<file path="src/core/eeprom_map.svh">
// Constants for the two-wire serial memory target
`ifndef EEPROM_MAP_SVH
`define EEPROM_MAP_SVH

// Device address word layout
`define DEV_TYPE 4'hA
`define DEV_RW_BIT 0
`define DEV_PAGE_BIT 1

// Word and address widths, bits per word on the wire
`define DATA_W 8
`define ADDR_W 9
`define BIT_LAST 4'h8

// Page sizes as low address bits per variant
`define PAGE_LSB_SMALL 3
`define PAGE_LSB_LARGE 4
`define PAGE_MAX 16

// Self-timed program cycle
`define PROG_TIME_MS 5
`define CLK_PERIOD_NS 4
`define PROG_CYCLES_DEF ((`PROG_TIME_MS * 1000000) / `CLK_PERIOD_NS)

`endif

</file>
<file path="src/core/eeprom_pkg.sv">
// Types shared by the serial memory target modules
package eeprom_pkg;

  // Protocol sequencer states
  typedef enum logic [3:0] {
    ST_IDLE = 4'h0,
    ST_DEV = 4'h1,
    ST_DEV_ACK = 4'h2,
    ST_WADDR = 4'h3,
    ST_WADDR_ACK = 4'h4,
    ST_WDATA = 4'h5,
    ST_WDATA_ACK = 4'h6,
    ST_RDATA = 4'h7,
    ST_RACK = 4'h8,
    ST_PROG = 4'h9
  } seq_state_e;

endpackage

</file>
<file path="src/core/bus_events_if.sv">
// Sampled line events passed from the line sampler to the sequencer
`timescale 1ns/10ps
interface bus_events_if;
  logic scl_rise;
  logic scl_fall;
  logic sda_in;
  logic start;
  logic stop;
  logic [2:0] strap;

  modport src (output scl_rise, scl_fall, sda_in, start, stop, strap);
  modport dst (input scl_rise, scl_fall, sda_in, start, stop, strap);
endinterface

</file>
<file path="src/core/bus_sampler.sv">
// Synchronises the bus pins and straps and finds edges and conditions
`timescale 1ns/10ps
module bus_sampler (
  input wire logic clk_i,
  input wire logic srst_i,
  input wire logic scl_i,
  input wire logic sda_i,
  input wire logic [2:0] strap_i,
  bus_events_if.src ev
);
  logic [4:0] meta_ff;
  logic [4:0] sync_ff;
  logic scl_d_ff;
  logic sda_d_ff;
  logic scl_s;
  logic sda_s;

  // --------------------------------------------------------------
  // Two-stage synchronisers and one-cycle history
  // --------------------------------------------------------------
  always_ff @(posedge clk_i)
  begin
    if (srst_i)
    begin
      meta_ff <= 5'h03;
      sync_ff <= 5'h03;
      scl_d_ff <= 1'b1;
      sda_d_ff <= 1'b1;
    end
    else
    begin
      meta_ff <= {strap_i, sda_i, scl_i};
      sync_ff <= meta_ff;
      scl_d_ff <= sync_ff[0];
      sda_d_ff <= sync_ff[1];
    end
  end

  // --------------------------------------------------------------
  // Edge and condition decode
  // --------------------------------------------------------------
  assign scl_s = sync_ff[0];
  assign sda_s = sync_ff[1];
  assign ev.scl_rise = scl_s & ~scl_d_ff;
  assign ev.scl_fall = ~scl_s & scl_d_ff;
  assign ev.sda_in = sda_s;
  assign ev.start = scl_s & scl_d_ff & sda_d_ff & ~sda_s;
  assign ev.stop = scl_s & scl_d_ff & ~sda_d_ff & sda_s;
  assign ev.strap = sync_ff[4:2];
endmodule // bus_sampler

</file>
<file path="src/core/eeprom_slave.sv">
// Two-wire serial memory target: protocol sequencer and program cycle
`timescale 1ns/10ps
`include "eeprom_map.svh"
module eeprom_slave #(
  parameter bit LARGE = 1'b0,
  parameter int unsigned PROG_CYCLES = `PROG_CYCLES_DEF,
  parameter int FIFO_DEPTH = `PAGE_MAX
) (
  input wire logic clk_i,
  input wire logic srst_i,
  input wire logic scl_i,
  input wire logic sda_i,
  input wire logic strap_select_bit_hi_i,
  input wire logic strap_select_bit_mid_i,
  input wire logic strap_select_bit_lo_i,
  output logic sda_o,
  output logic sda_oe_o,
  output logic [`ADDR_W-1:0] rd_addr_o,
  input wire logic [`DATA_W-1:0] rd_data_i,
  output logic wr_valid_o,
  input wire logic wr_ready_i,
  output logic [`ADDR_W-1:0] wr_addr_o,
  output logic [`DATA_W-1:0] wr_data_o,
  output logic standby_o
);
  import eeprom_pkg::*;

  localparam int EW = `ADDR_W + `DATA_W;

  // ----------------------------------------------------------------
  // Declarations
  // ----------------------------------------------------------------
  seq_state_e state_ff;
  seq_state_e nxt_state;
  logic [3:0] cnt_ff;
  logic [3:0] nxt_cnt;
  logic [7:0] shift_ff;
  logic [7:0] nxt_shift;
  logic [`ADDR_W-1:0] addr_ff;
  logic [`ADDR_W-1:0] nxt_addr;
  logic oe_ff;
  logic nxt_oe;
  logic rw_ff;
  logic nxt_rw;
  logic page_ff;
  logic nxt_page;
  logic host_ack_ff;
  logic nxt_host_ack;
  logic wrote_ff;
  logic nxt_wrote;
  logic [31:0] timer_ff;
  logic [31:0] nxt_timer;
  logic standby_ff;
  logic wr_valid_ff;
  logic [`ADDR_W-1:0] wr_addr_ff;
  logic [`DATA_W-1:0] wr_data_ff;
  logic push;
  logic fifo_in_ready;
  logic fifo_out_valid;
  logic [EW-1:0] fifo_out_data;

  bus_events_if ev ();

  // ----------------------------------------------------------------
  // Pin sampling and condition detection
  // ----------------------------------------------------------------
  bus_sampler u_sampler (
    .clk_i(clk_i),
    .srst_i(srst_i),
    .scl_i(scl_i),
    .sda_i(sda_i),
    .strap_i({strap_select_bit_hi_i, strap_select_bit_mid_i,
              strap_select_bit_lo_i}),
    .ev(ev.src)
  );

  // ----------------------------------------------------------------
  // Address decode and counter arithmetic
  // ----------------------------------------------------------------
  wire byte_done = ev.scl_fall & (cnt_ff == `BIT_LAST);
  wire type_ok = shift_ff[7:4] == `DEV_TYPE;
  wire strap_small = shift_ff[3:1] == ev.strap;
  wire strap_large = shift_ff[3:2] == ev.strap[2:1];
  wire dev_match = type_ok & (LARGE ? strap_large : strap_small);
  wire [`ADDR_W-1:0] word_addr = LARGE ? {page_ff, shift_ff}
                                       : {1'b0, shift_ff};
  wire [`ADDR_W-1:0] page_inc_small =
    {addr_ff[`ADDR_W-1:3], addr_ff[2:0] + 3'h1};
  wire [`ADDR_W-1:0] page_inc_large =
    {addr_ff[`ADDR_W-1:4], addr_ff[3:0] + 4'h1};
  wire [`ADDR_W-1:0] page_inc = LARGE ? page_inc_large
                                      : page_inc_small;
  wire [`ADDR_W-1:0] rd_inc = LARGE ? addr_ff + 9'h001
                                    : {1'b0, addr_ff[7:0] + 8'h01};

  // ----------------------------------------------------------------
  // Program cycle drain of the page buffer
  // ----------------------------------------------------------------
  wire in_prog = state_ff == ST_PROG;
  wire stage_free = ~wr_valid_ff | wr_ready_i;
  wire pop = in_prog & fifo_out_valid & stage_free;
  wire timer_zero = timer_ff == 32'h0;
  wire prog_done = timer_zero & ~fifo_out_valid & ~wr_valid_ff;

  page_fifo #(
    .W(EW),
    .DEPTH(FIFO_DEPTH)
  ) u_fifo (
    .clk_i(clk_i),
    .srst_i(srst_i),
    .in_valid_i(push),
    .in_ready_o(fifo_in_ready),
    .in_data_i({addr_ff, shift_ff}),
    .out_valid_o(fifo_out_valid),
    .out_ready_i(pop),
    .out_data_o(fifo_out_data)
  );

  // ----------------------------------------------------------------
  // Sequencer next-state logic
  // ----------------------------------------------------------------
  always_comb
  begin
    nxt_state = state_ff;
    nxt_cnt = cnt_ff;
    nxt_shift = shift_ff;
    nxt_addr = addr_ff;
    nxt_oe = oe_ff;
    nxt_rw = rw_ff;
    nxt_page = page_ff;
    nxt_host_ack = host_ack_ff;
    nxt_wrote = wrote_ff;
    nxt_timer = timer_ff;
    push = 1'b0;
    if (in_prog)
    begin
      // Bus is ignored entirely, so polling gets no acknowledge
      if (!timer_zero)
        nxt_timer = timer_ff - 32'h1;
      if (prog_done)
        nxt_state = ST_IDLE;
    end
    else if (ev.start)
    begin
      nxt_state = ST_DEV;
      nxt_cnt = 4'h0;
      nxt_oe = 1'b0;
    end
    else if (ev.stop)
    begin
      nxt_oe = 1'b0;
      nxt_cnt = 4'h0;
      if (wrote_ff)
      begin
        nxt_state = ST_PROG;
        nxt_timer = PROG_CYCLES;
        nxt_wrote = 1'b0;
      end
      else
        nxt_state = ST_IDLE;
    end
    else
    begin
      unique case (state_ff)
        ST_IDLE:
        begin
          nxt_oe = 1'b0;
        end
        ST_DEV, ST_WADDR, ST_WDATA:
        begin
          if (ev.scl_rise)
          begin
            nxt_shift = {shift_ff[6:0], ev.sda_in};
            nxt_cnt = cnt_ff + 4'h1;
          end
          else if (byte_done)
          begin
            nxt_cnt = 4'h0;
            if (state_ff == ST_DEV)
            begin
              nxt_rw = shift_ff[`DEV_RW_BIT];
              nxt_page = shift_ff[`DEV_PAGE_BIT];
              nxt_oe = dev_match;
              nxt_state = dev_match ? ST_DEV_ACK : ST_IDLE;
            end
            else if (state_ff == ST_WADDR)
            begin
              nxt_addr = word_addr;
              nxt_oe = 1'b1;
              nxt_state = ST_WADDR_ACK;
            end
            else if (fifo_in_ready)
            begin
              push = 1'b1;
              nxt_wrote = 1'b1;
              nxt_addr = page_inc;
              nxt_oe = 1'b1;
              nxt_state = ST_WDATA_ACK;
            end
            else
            begin
              nxt_oe = 1'b0;
              nxt_state = ST_IDLE;
            end
          end
        end
        ST_DEV_ACK:
        begin
          if (ev.scl_fall)
          begin
            nxt_cnt = 4'h0;
            if (rw_ff)
            begin
              nxt_shift = rd_data_i;
              nxt_oe = ~rd_data_i[7];
              nxt_state = ST_RDATA;
            end
            else
            begin
              nxt_oe = 1'b0;
              nxt_state = ST_WADDR;
            end
          end
        end
        ST_WADDR_ACK, ST_WDATA_ACK:
        begin
          if (ev.scl_fall)
          begin
            nxt_oe = 1'b0;
            nxt_state = ST_WDATA;
          end
        end
        ST_RDATA:
        begin
          if (ev.scl_rise)
            nxt_cnt = cnt_ff + 4'h1;
          else if (byte_done)
          begin
            nxt_oe = 1'b0;
            nxt_addr = rd_inc;
            nxt_state = ST_RACK;
          end
          else if (ev.scl_fall)
          begin
            nxt_shift = {shift_ff[6:0], 1'b0};
            nxt_oe = ~shift_ff[6];
          end
        end
        ST_RACK:
        begin
          if (ev.scl_rise)
            nxt_host_ack = ~ev.sda_in;
          else if (ev.scl_fall)
          begin
            nxt_cnt = 4'h0;
            if (host_ack_ff)
            begin
              nxt_shift = rd_data_i;
              nxt_oe = ~rd_data_i[7];
              nxt_state = ST_RDATA;
            end
            else
              nxt_state = ST_IDLE;
          end
        end
        default:
        begin
          nxt_state = ST_IDLE;
          nxt_oe = 1'b0;
        end
      endcase
    end
  end

  // ----------------------------------------------------------------
  // Sequencer registers
  // ----------------------------------------------------------------
  always_ff @(posedge clk_i)
  begin
    if (srst_i)
    begin
      state_ff <= ST_IDLE;
      cnt_ff <= 4'h0;
      shift_ff <= 8'h00;
      oe_ff <= 1'b0;
      rw_ff <= 1'b0;
      page_ff <= 1'b0;
      host_ack_ff <= 1'b0;
      wrote_ff <= 1'b0;
      timer_ff <= 32'h0;
      standby_ff <= 1'b1;
    end
    else
    begin
      state_ff <= nxt_state;
      cnt_ff <= nxt_cnt;
      shift_ff <= nxt_shift;
      oe_ff <= nxt_oe;
      rw_ff <= nxt_rw;
      page_ff <= nxt_page;
      host_ack_ff <= nxt_host_ack;
      wrote_ff <= nxt_wrote;
      timer_ff <= nxt_timer;
      standby_ff <= nxt_state == ST_IDLE;
    end
  end

  // ----------------------------------------------------------------
  // Address counter, kept apart so reset leaves it at zero
  // ----------------------------------------------------------------
  always_ff @(posedge clk_i)
  begin
    if (srst_i)
      addr_ff <= '0;
    else
      addr_ff <= nxt_addr;
  end

  // ----------------------------------------------------------------
  // Array write stage fed from the page buffer
  // ----------------------------------------------------------------
  always_ff @(posedge clk_i)
  begin
    if (srst_i)
    begin
      wr_valid_ff <= 1'b0;
      wr_addr_ff <= '0;
      wr_data_ff <= 8'h00;
    end
    else if (pop)
    begin
      wr_valid_ff <= 1'b1;
      wr_addr_ff <= fifo_out_data[EW-1:`DATA_W];
      wr_data_ff <= fifo_out_data[`DATA_W-1:0];
    end
    else if (wr_ready_i)
      wr_valid_ff <= 1'b0;
  end

  // ----------------------------------------------------------------
  // Outputs
  // ----------------------------------------------------------------
  assign sda_o = 1'b0;
  assign sda_oe_o = oe_ff;
  assign rd_addr_o = addr_ff;
  assign wr_valid_o = wr_valid_ff;
  assign wr_addr_o = wr_addr_ff;
  assign wr_data_o = wr_data_ff;
  assign standby_o = standby_ff;
endmodule // eeprom_slave

</file>
<file path="src/core/page_fifo.sv">
// Synchronous FIFO holding page bytes until the program cycle
`timescale 1ns/10ps
module page_fifo #(
  parameter int W = 17,
  parameter int DEPTH = 16
) (
  input wire logic clk_i,
  input wire logic srst_i,
  input wire logic in_valid_i,
  output logic in_ready_o,
  input wire logic [W-1:0] in_data_i,
  output logic out_valid_o,
  input wire logic out_ready_i,
  output logic [W-1:0] out_data_o
);
  localparam int PW = $clog2(DEPTH);
  localparam int CW = $clog2(DEPTH + 1);
  logic [W-1:0] mem [DEPTH];
  logic [PW-1:0] wr_ptr_ff;
  logic [PW-1:0] rd_ptr_ff;
  logic [CW-1:0] count_ff;
  wire do_push = in_valid_i & in_ready_o;
  wire do_pop = out_valid_o & out_ready_i;

  // Flags follow the occupancy count
  assign in_ready_o = count_ff != CW'(DEPTH);
  assign out_valid_o = count_ff != '0;
  assign out_data_o = mem[rd_ptr_ff];

  // Storage array
  always_ff @(posedge clk_i)
  begin
    if (do_push)
      mem[wr_ptr_ff] <= in_data_i;
  end

  // Pointers and count
  always_ff @(posedge clk_i)
  begin
    if (srst_i)
    begin
      wr_ptr_ff <= '0;
      rd_ptr_ff <= '0;
      count_ff <= '0;
    end
    else
    begin
      if (do_push)
        wr_ptr_ff <= PW'((wr_ptr_ff + 1'b1) % DEPTH);
      if (do_pop)
        rd_ptr_ff <= PW'((rd_ptr_ff + 1'b1) % DEPTH);
      count_ff <= count_ff + CW'(do_push) - CW'(do_pop);
    end
  end
endmodule // page_fifo

</file>
<file path="config.mk">
export PLATFORM = sky130hd
export DESIGN_NAME = eeprom_slave
export DESIGN_NICKNAME = d
export VERILOG_FILES = /design/src/core/eeprom_pkg.sv /design/src/core/bus_events_if.sv /design/src/core/bus_sampler.sv /design/src/core/eeprom_slave.sv /design/src/core/page_fifo.sv
export VERILOG_INCLUDE_DIRS = /design/src /design/src/core
export SDC_FILE = /design/constraint.sdc
export NUM_CORES = 1
export LEC_CHECK = 0
export BUFFER_PORTS_ARGS = -buffer_cell sky130_fd_sc_hd__clkbuf_2
export CORE_ASPECT_RATIO = 1.1
export CORE_MARGIN = 5
export CORE_UTILIZATION = 55
export CTS_BUF_LIST = sky130_fd_sc_hd__clkbuf_8
export DETAILED_ROUTE_END_ITERATION = 16
export PLACE_DENSITY_LB_ADDON = 0.05
export SETUP_SLACK_MARGIN = 0.4
export SYNTH_ARGS = -nofsm -noshare
export SYNTH_HDL_FRONTEND = slang
export SYNTH_HIERARCHICAL = 1
export SYNTH_SLANG_ARGS = --single-unit
export TNS_END_PERCENT = 30
</file>
<file path="constraint.sdc">
create_clock -name clk_i -period 7.5 [get_ports clk_i]
set_input_delay 0.375 -clock clk_i [delete_from_list [all_inputs] [get_ports clk_i]]
set_output_delay 0.375 -clock clk_i [all_outputs]
set_load 0.1 [all_outputs]
</file>
==> impl_metrics.ini, run 1 <==
[floorplan]
die_y_um = 188
core_sq_um = 28500
num_rows = 65
start_util_pct = 55.3
fp.dieArea_sq_um = 32100
io_pins = 46
fp.dieW_um = 171

[placement]
portBuffers = 43
placed_cell_area_sq_um = 16300
gp_congestion = 0.867
place_hpwl_um = 22600

[worst_setup_path]
path_class = reg2reg
worstPathCellList = and4bb_1 > nand3_1 > clkinv_1 > nand2_1 > inv_1 > ha_1 > inv_1 > ha_1 > inv_1 > fa_1 > nor2b_1 > o21bai_1 > a21oi_1 > nor3b_1
critPathRequiredTime_ps = 7960
critPathMaxStageDelay_ps = 790
end_kind = flip-flop
cp_common_cell = inv_1
startpoint_type = flip-flop
r2r_cells = 14
cp_slowest_cell = dfxtp_1
worstPathArrival_ps = 4830
cp_max_fo = 22

[sta]
period_needed_ps = 4370
tns_ps = 0
finalHoldViolCount = 0
rsz0062_at_grt = no
relSlewSlack_pct = 22.6
setup_viol = 0
maxSlewViolCount = 0
max_freq_ghz = 0.229
finalClockSkew_ps = 18.1
period_share_pct = 58.3
holdWs_ps = 32.9
tightestPinTransition_ps = 1160

[synthesis]
synth_edf_count = 272
ys_types = 83
synth_area_leader_cell = edfxtp_1
ys_ff_latch = 380
yosysSeqAreaShare_pct = 65.6
synthTopCellsByArea = edfxtp_1, dfxtp_1, mux4_2, nand2_1, a21oi_1
synthArstFlopShare_pct = 0
synth_top_area_share_pct = 51.8
synthFlopType = edfxtp_1
synth.most_common_cell = edfxtp_1
yosysWarnings = 6
synth_area_per_cell_sq_um = 14.6
syn_inst = 1079
synth_common_cells = edfxtp_1, dfxtp_1, nand2_1, nor2_1, a21oi_1
netlist_area_sq_um = 15800

[layout]
fillers = 2178
nets = 1193
diodes = 0
layout-drive-gt1-share_pct = 18.2
syn_to_final_growth_pct = 10.8
final_cell_area_sq_um = 17500

[clock_tree]
cts_buffers = 58
clkTransAtPathRegs_ps = 70
clk_latency_ps = 600
cts_tree = built
clockRootBuffer = clkbuf_8
htree_levels = 2
clockBufferDepth = 3
post_cts_buffers = 0
clock_sinks = 380

[detailed_routing]
drt_first_pass_iters = 5
drt_first_iter_violations = 583
avgViaCountPerCell = 5.87
post_drt_wl_per_cell_um = 22.4
vias = 9215
finalWirelength_um = 35100
drc = 0
drtAntennaViolNets = 0

[global_routing]
grt_pass1_wl_um = 54400
overflow = 0
groute.usage.overall_pct = 22.2
antenna_found_initial = 0
grt_max_degree = 84
grt_pass1_vias = 9268

[hold_path]
hold_path_depth = 3
hold_class = in2reg

[status]
status = finished clean

[power]
vdd_drop_max_v = 0.000188
power_density_nw_per_um2 = 225
power_leakage_nw = 5.92

[job]
drv_cap = 0
## power by group
part | switching, mW | total (mW) | internal, mW
combinational | 0.0411 | 0.0633 | 0.0222
sequential | 0.0283 | 2.28 | 2.25
clock | 0.751 | 1.59 | 0.834
## per-stage QoR
stage	std cells	total power [mW]	setup WS, ps	util, %
after floorplan	1096	2.36	3250	-
after global placement	1464	2.38	3220	57.4
after detailed placement	1464	2.38	3140	57.4
after CTS	1569	3.97	3140	61.3
after global routing	1569	4.08	2600	61.3
final	1569	3.92	3130	61.3
## per-layer routing
layer,up-vias,track usage [%],wire [um]
met2,273,36.5,17400
met1,4577,29.5,14500
met3,62,3.52,1700
li1,4303,-,-
met4,0,9.69,1460
met5,-,0,0
## repair_timing
item	CTS	global route
hold endpoints to repair	5	0
hold buffers	5	0
resized for setup	0	0
## state kept, by name (all words and copies together) (netlist names), 5 cells and up, named ones only
signal and flops:
wr_addr_o 9, timer_ff 32, rd_addr_o 8, u_sampler/sync_ff 5, u_fifo/count_ff 5, u_fifo/mem 272, shift_ff 8, u_sampler/meta_ff 5
wr_data_o 8
## cell type report
type,instances,area [sq um],share of cell area [%]
flip-flops and latches,380,10300,59.2
inverters,27,101,0.581
multi-input cells,630,5100,29.2
repair buffers,64,388,2.22
well taps,368,460,2.64
clock inverters,37,206,1.18
clock buffers,63,867,4.97
## path summary, 6_finish.rpt
path / startpoint / to / slack (ps)
worst max register to register: state_ff[2]$_SDFF_PP0_ / u_fifo/count_ff[4]$_SDFF_PP0_ / 3130
worst min-delay path: rd_data_i[0] / shift_ff[0]$_SDFFE_PP0P_ / 30
worst max-delay path: state_ff[2]$_SDFF_PP0_ / u_fifo/count_ff[4]$_SDFF_PP0_ / 3130
worst min register to register: u_sampler/meta_ff[1]$_SDFF_PP1_ / u_sampler/sync_ff[1]$_SDFF_PP1_ / 420
## logic make-up (layout without fill, tap and decap cells)
group,Yosys count,after routing,synth area share [%]
DFF,380,380,65.6
and+or+nand+nor,313,313,10.5
AOI/OAI and AO/OA,173,173,7.53
buffers and inverters,86,191,2.68
muxes,71,71,10.2
xor gates and xnor gates,39,39,2.17
adders and majority gates,16,16,1.32
other,1,18,0.0238
## worst max-delay path, delay by kind of cell, from the launching register on
family,cells,cell delay (ps)
fa+ha+maj,3,820
flops,1,790
buf+inv,4,800
compound gates,2,250
simple gates,5,1560
## cell usage in the layout (no fill, tap or decap), types with 12 or more instances in the layout
cell      Yosys  layout
ha_1         15      15
nor2b_1      18      18
conb_1        1      18
nor2_1       72      68
clkbuf_2      0      42
a21oi_1      62      62
clkbuf_8      0      63
mux4_2       58      58
xor2_1       17      17
nand3_1      31      31
buf_4         5      17
o21ai_0      14      14
inv_1        26      49
edfxtp_1    272     272
a22oi_1      37      37
xnor2_1      22      22
nor3_1       12      12
dfxtp_1     108     106
nand2_1      83      83
and2_1       12      12
(Power assumes the default switching activity.)
==> run 2, diff against run 1 <==
clock period = 4.1 ns   (was 7.5 ns; I/O delays follow)
==> impl_metrics.ini, run 2 (same netlist as run 1, synthesis figures left out) <==
[status]
status = finished clean

[clock_tree]
clock_sinks = 380
post_cts_buffers = 0
htree_levels = 2
clk_latency_ps = 610
clkTransAtPathRegs_ps = 60
cts_tree = built
clockRootBuffer = clkbuf_8
clockBufferDepth = 3
cts_buffers = 60

[power]
power_leakage_nw = 6.14
p_int_mw = 5.72
vdd_drop_max_v = 0.000296
power.total_mw = 7.29
power_density_nw_per_um2 = 407
combinationalPowerShare_pct = 2.2
p_switching_mw = 1.57
power.share.clock_pct = 41.1
p_sw_share_pct = 21.6
p_seq_share_pct = 56.7

[layout]
nets = 1236
final_cell_area_sq_um = 17900
syn_to_final_growth_pct = 13.6
diodes = 0
mostFrequentLayoutCells = edfxtp_1, dfxtp_1, nand2_1
largest_reg_flops = 272
layout.cells.most_common = edfxtp_1
layout-drive-gt1-share_pct = 20.9
regMostFlops = u_fifo/mem
fillers = 2141
final_cells = 1623

[global_routing]
antenna_found_initial = 0
grt_pass1_vias = 9562
groute.usage.overall_pct = 21.8
grt_max_degree = 64
grt_pass1_wl_um = 54500
overflow = 0

[detailed_routing]
finalWirelength_um = 34200
drc = 0
avgViaCountPerCell = 5.76
vias = 9346
drt_first_iter_violations = 804
post_drt_wl_per_cell_um = 21.1
drt_first_pass_iters = 5
drtAntennaViolNets = 0

[sta]
period_share_pct = 79.8
relSlewSlack_pct = 35.4
max_freq_ghz = 0.306
finalClockSkew_ps = 31.4
period_needed_ps = 3270
finalHoldViolCount = 0
setup_ws_ps = 828
maxSlewViolCount = 0
setup_viol = 0
rsz0062_at_grt = no
tightestPinTransition_ps = 969
tns_ps = 0

[hold_path]
holdPathEnd = u_sampler/meta_ff[1]$_SDFF_PP1_
hold_path_depth = 3
hold_class = in2reg
hold_start = sda_i

[placement]
dpl_worst_slack_ps = 468
portBuffers = 43
placed_cell_area_sq_um = 16600
place_hpwl_um = 22100
gp_congestion = 0.868
place_inst = 1494

[worst_setup_path]
regToRegSetupSlack_ps = 830
critPathRequiredTime_ps = 4560
cp_max_fo = 15
r2r-start = state_ff[3]$_SDFF_PP0_
path_class = reg2reg
r2r_cells = 14
rr_endpoint = u_fifo/count_ff[4]$_SDFF_PP0_
end_kind = flip-flop
startpoint_type = flip-flop
worstPathArrival_ps = 3730

[floorplan]
core_sq_um = 28500
num_rows = 65
io_pins = 46
die_y_um = 188
fp.dieW_um = 171
start_util_pct = 55.3
fp.dieArea_sq_um = 32100

[job]
drv_cap = 0
run 2: cell count changes in the layout (fill, tap and decap cells not counted), moves of 3 or more:
cell	before	now
buf_4	17	46
clkinv_1	8	21
dlygate4sd3_1	5	16
inv_1	49	41
clkinv_2	3	9
nor2b_1	18	15
run 2: metal layers:
layer  GRT usage (%)  part of all wire (%)
met5               0                     0
met4            5.09                   1.5
met3            4.07                   5.0
met2            36.0                    50
met1            30.5                    44
run 2: timing repair:
action	CTS	global route
hold buffers	16	0
resized for setup	0	7
hold endpoints to repair	33	0
setup endpoints to repair	0	77
run 2: critical path, cell delays in order (launching register included):
cell and delay [ps]:
dfxtp_1 450, nor2b_1 340, nand3_1 180, or4b_4 520, nor2_2 130, nand2_1 90
ha_1 300, inv_1 60, ha_1 150, inv_1 60, fa_1 430, nor2b_2 140
o21bai_1 80, a21oi_1 150, nor3b_1 60
run 2: worst max path at each step:
stage | startpoint | endpoint | cells after the start
final | state_ff[3]$_SDFF_PP0_ | u_fifo/count_ff[4]$_SDFF_PP0_ | 14
after global routing | cnt_ff[0]$_SDFFE_PP0P_ | u_fifo/count_ff[4]$_SDFF_PP0_ | 16
after CTS | u_sampler/scl_d_ff$_SDFF_PP1_ | u_fifo/count_ff[4]$_SDFF_PP0_ | 15
after detailed placement | u_sampler/scl_d_ff$_SDFF_PP1_ | u_fifo/count_ff[4]$_SDFF_PP0_ | 15
after global placement | u_sampler/scl_d_ff$_SDFF_PP1_ | u_fifo/count_ff[4]$_SDFF_PP0_ | 15
after floorplan | state_ff[2]$_SDFF_PP0_ | u_fifo/mem[3][0]$_DFFE_PP_ | 8
run 2: layout make-up:
type | instances | area [sq um] | area share, %
Clock buffer | 63 | 867 | 4.84
Clock inverter | 50 | 275 | 1.54
Inverter | 27 | 101 | 0.566
Multi-Input combinational cell | 630 | 5120 | 28.6
Sequential cell | 380 | 10300 | 57.7
Tap cell | 368 | 460 | 2.57
Timing Repair Buffer | 105 | 736 | 4.11
run 2: power groups by stage:
| stage | combinational [mW] | sequential (mW) | clock, mW |
|---|---|---|---|
| final | 0.161 | 4.14 | 2.99 |
| after global routing | 0.175 | 4.14 | 3.28 |
| after CTS | 0.161 | 4.14 | 3.08 |
| after detailed placement | 0.149 | 4.22 | 0 |
| after global placement | 0.147 | 4.22 | 0 |
| after floorplan | 0.0873 | 4.22 | 0 |
run 2: stage by stage:
| stage | hold slack, ps | utilization (%) |
|---|---|---|
| CTS | 280 | 62.8 |
| global placement | 384 | 58.2 |
| detailed placement | 383 | 58.2 |
| floorplan | 274 | - |
| global route | 312 | 62.9 |
| finish | 333 | 62.9 |
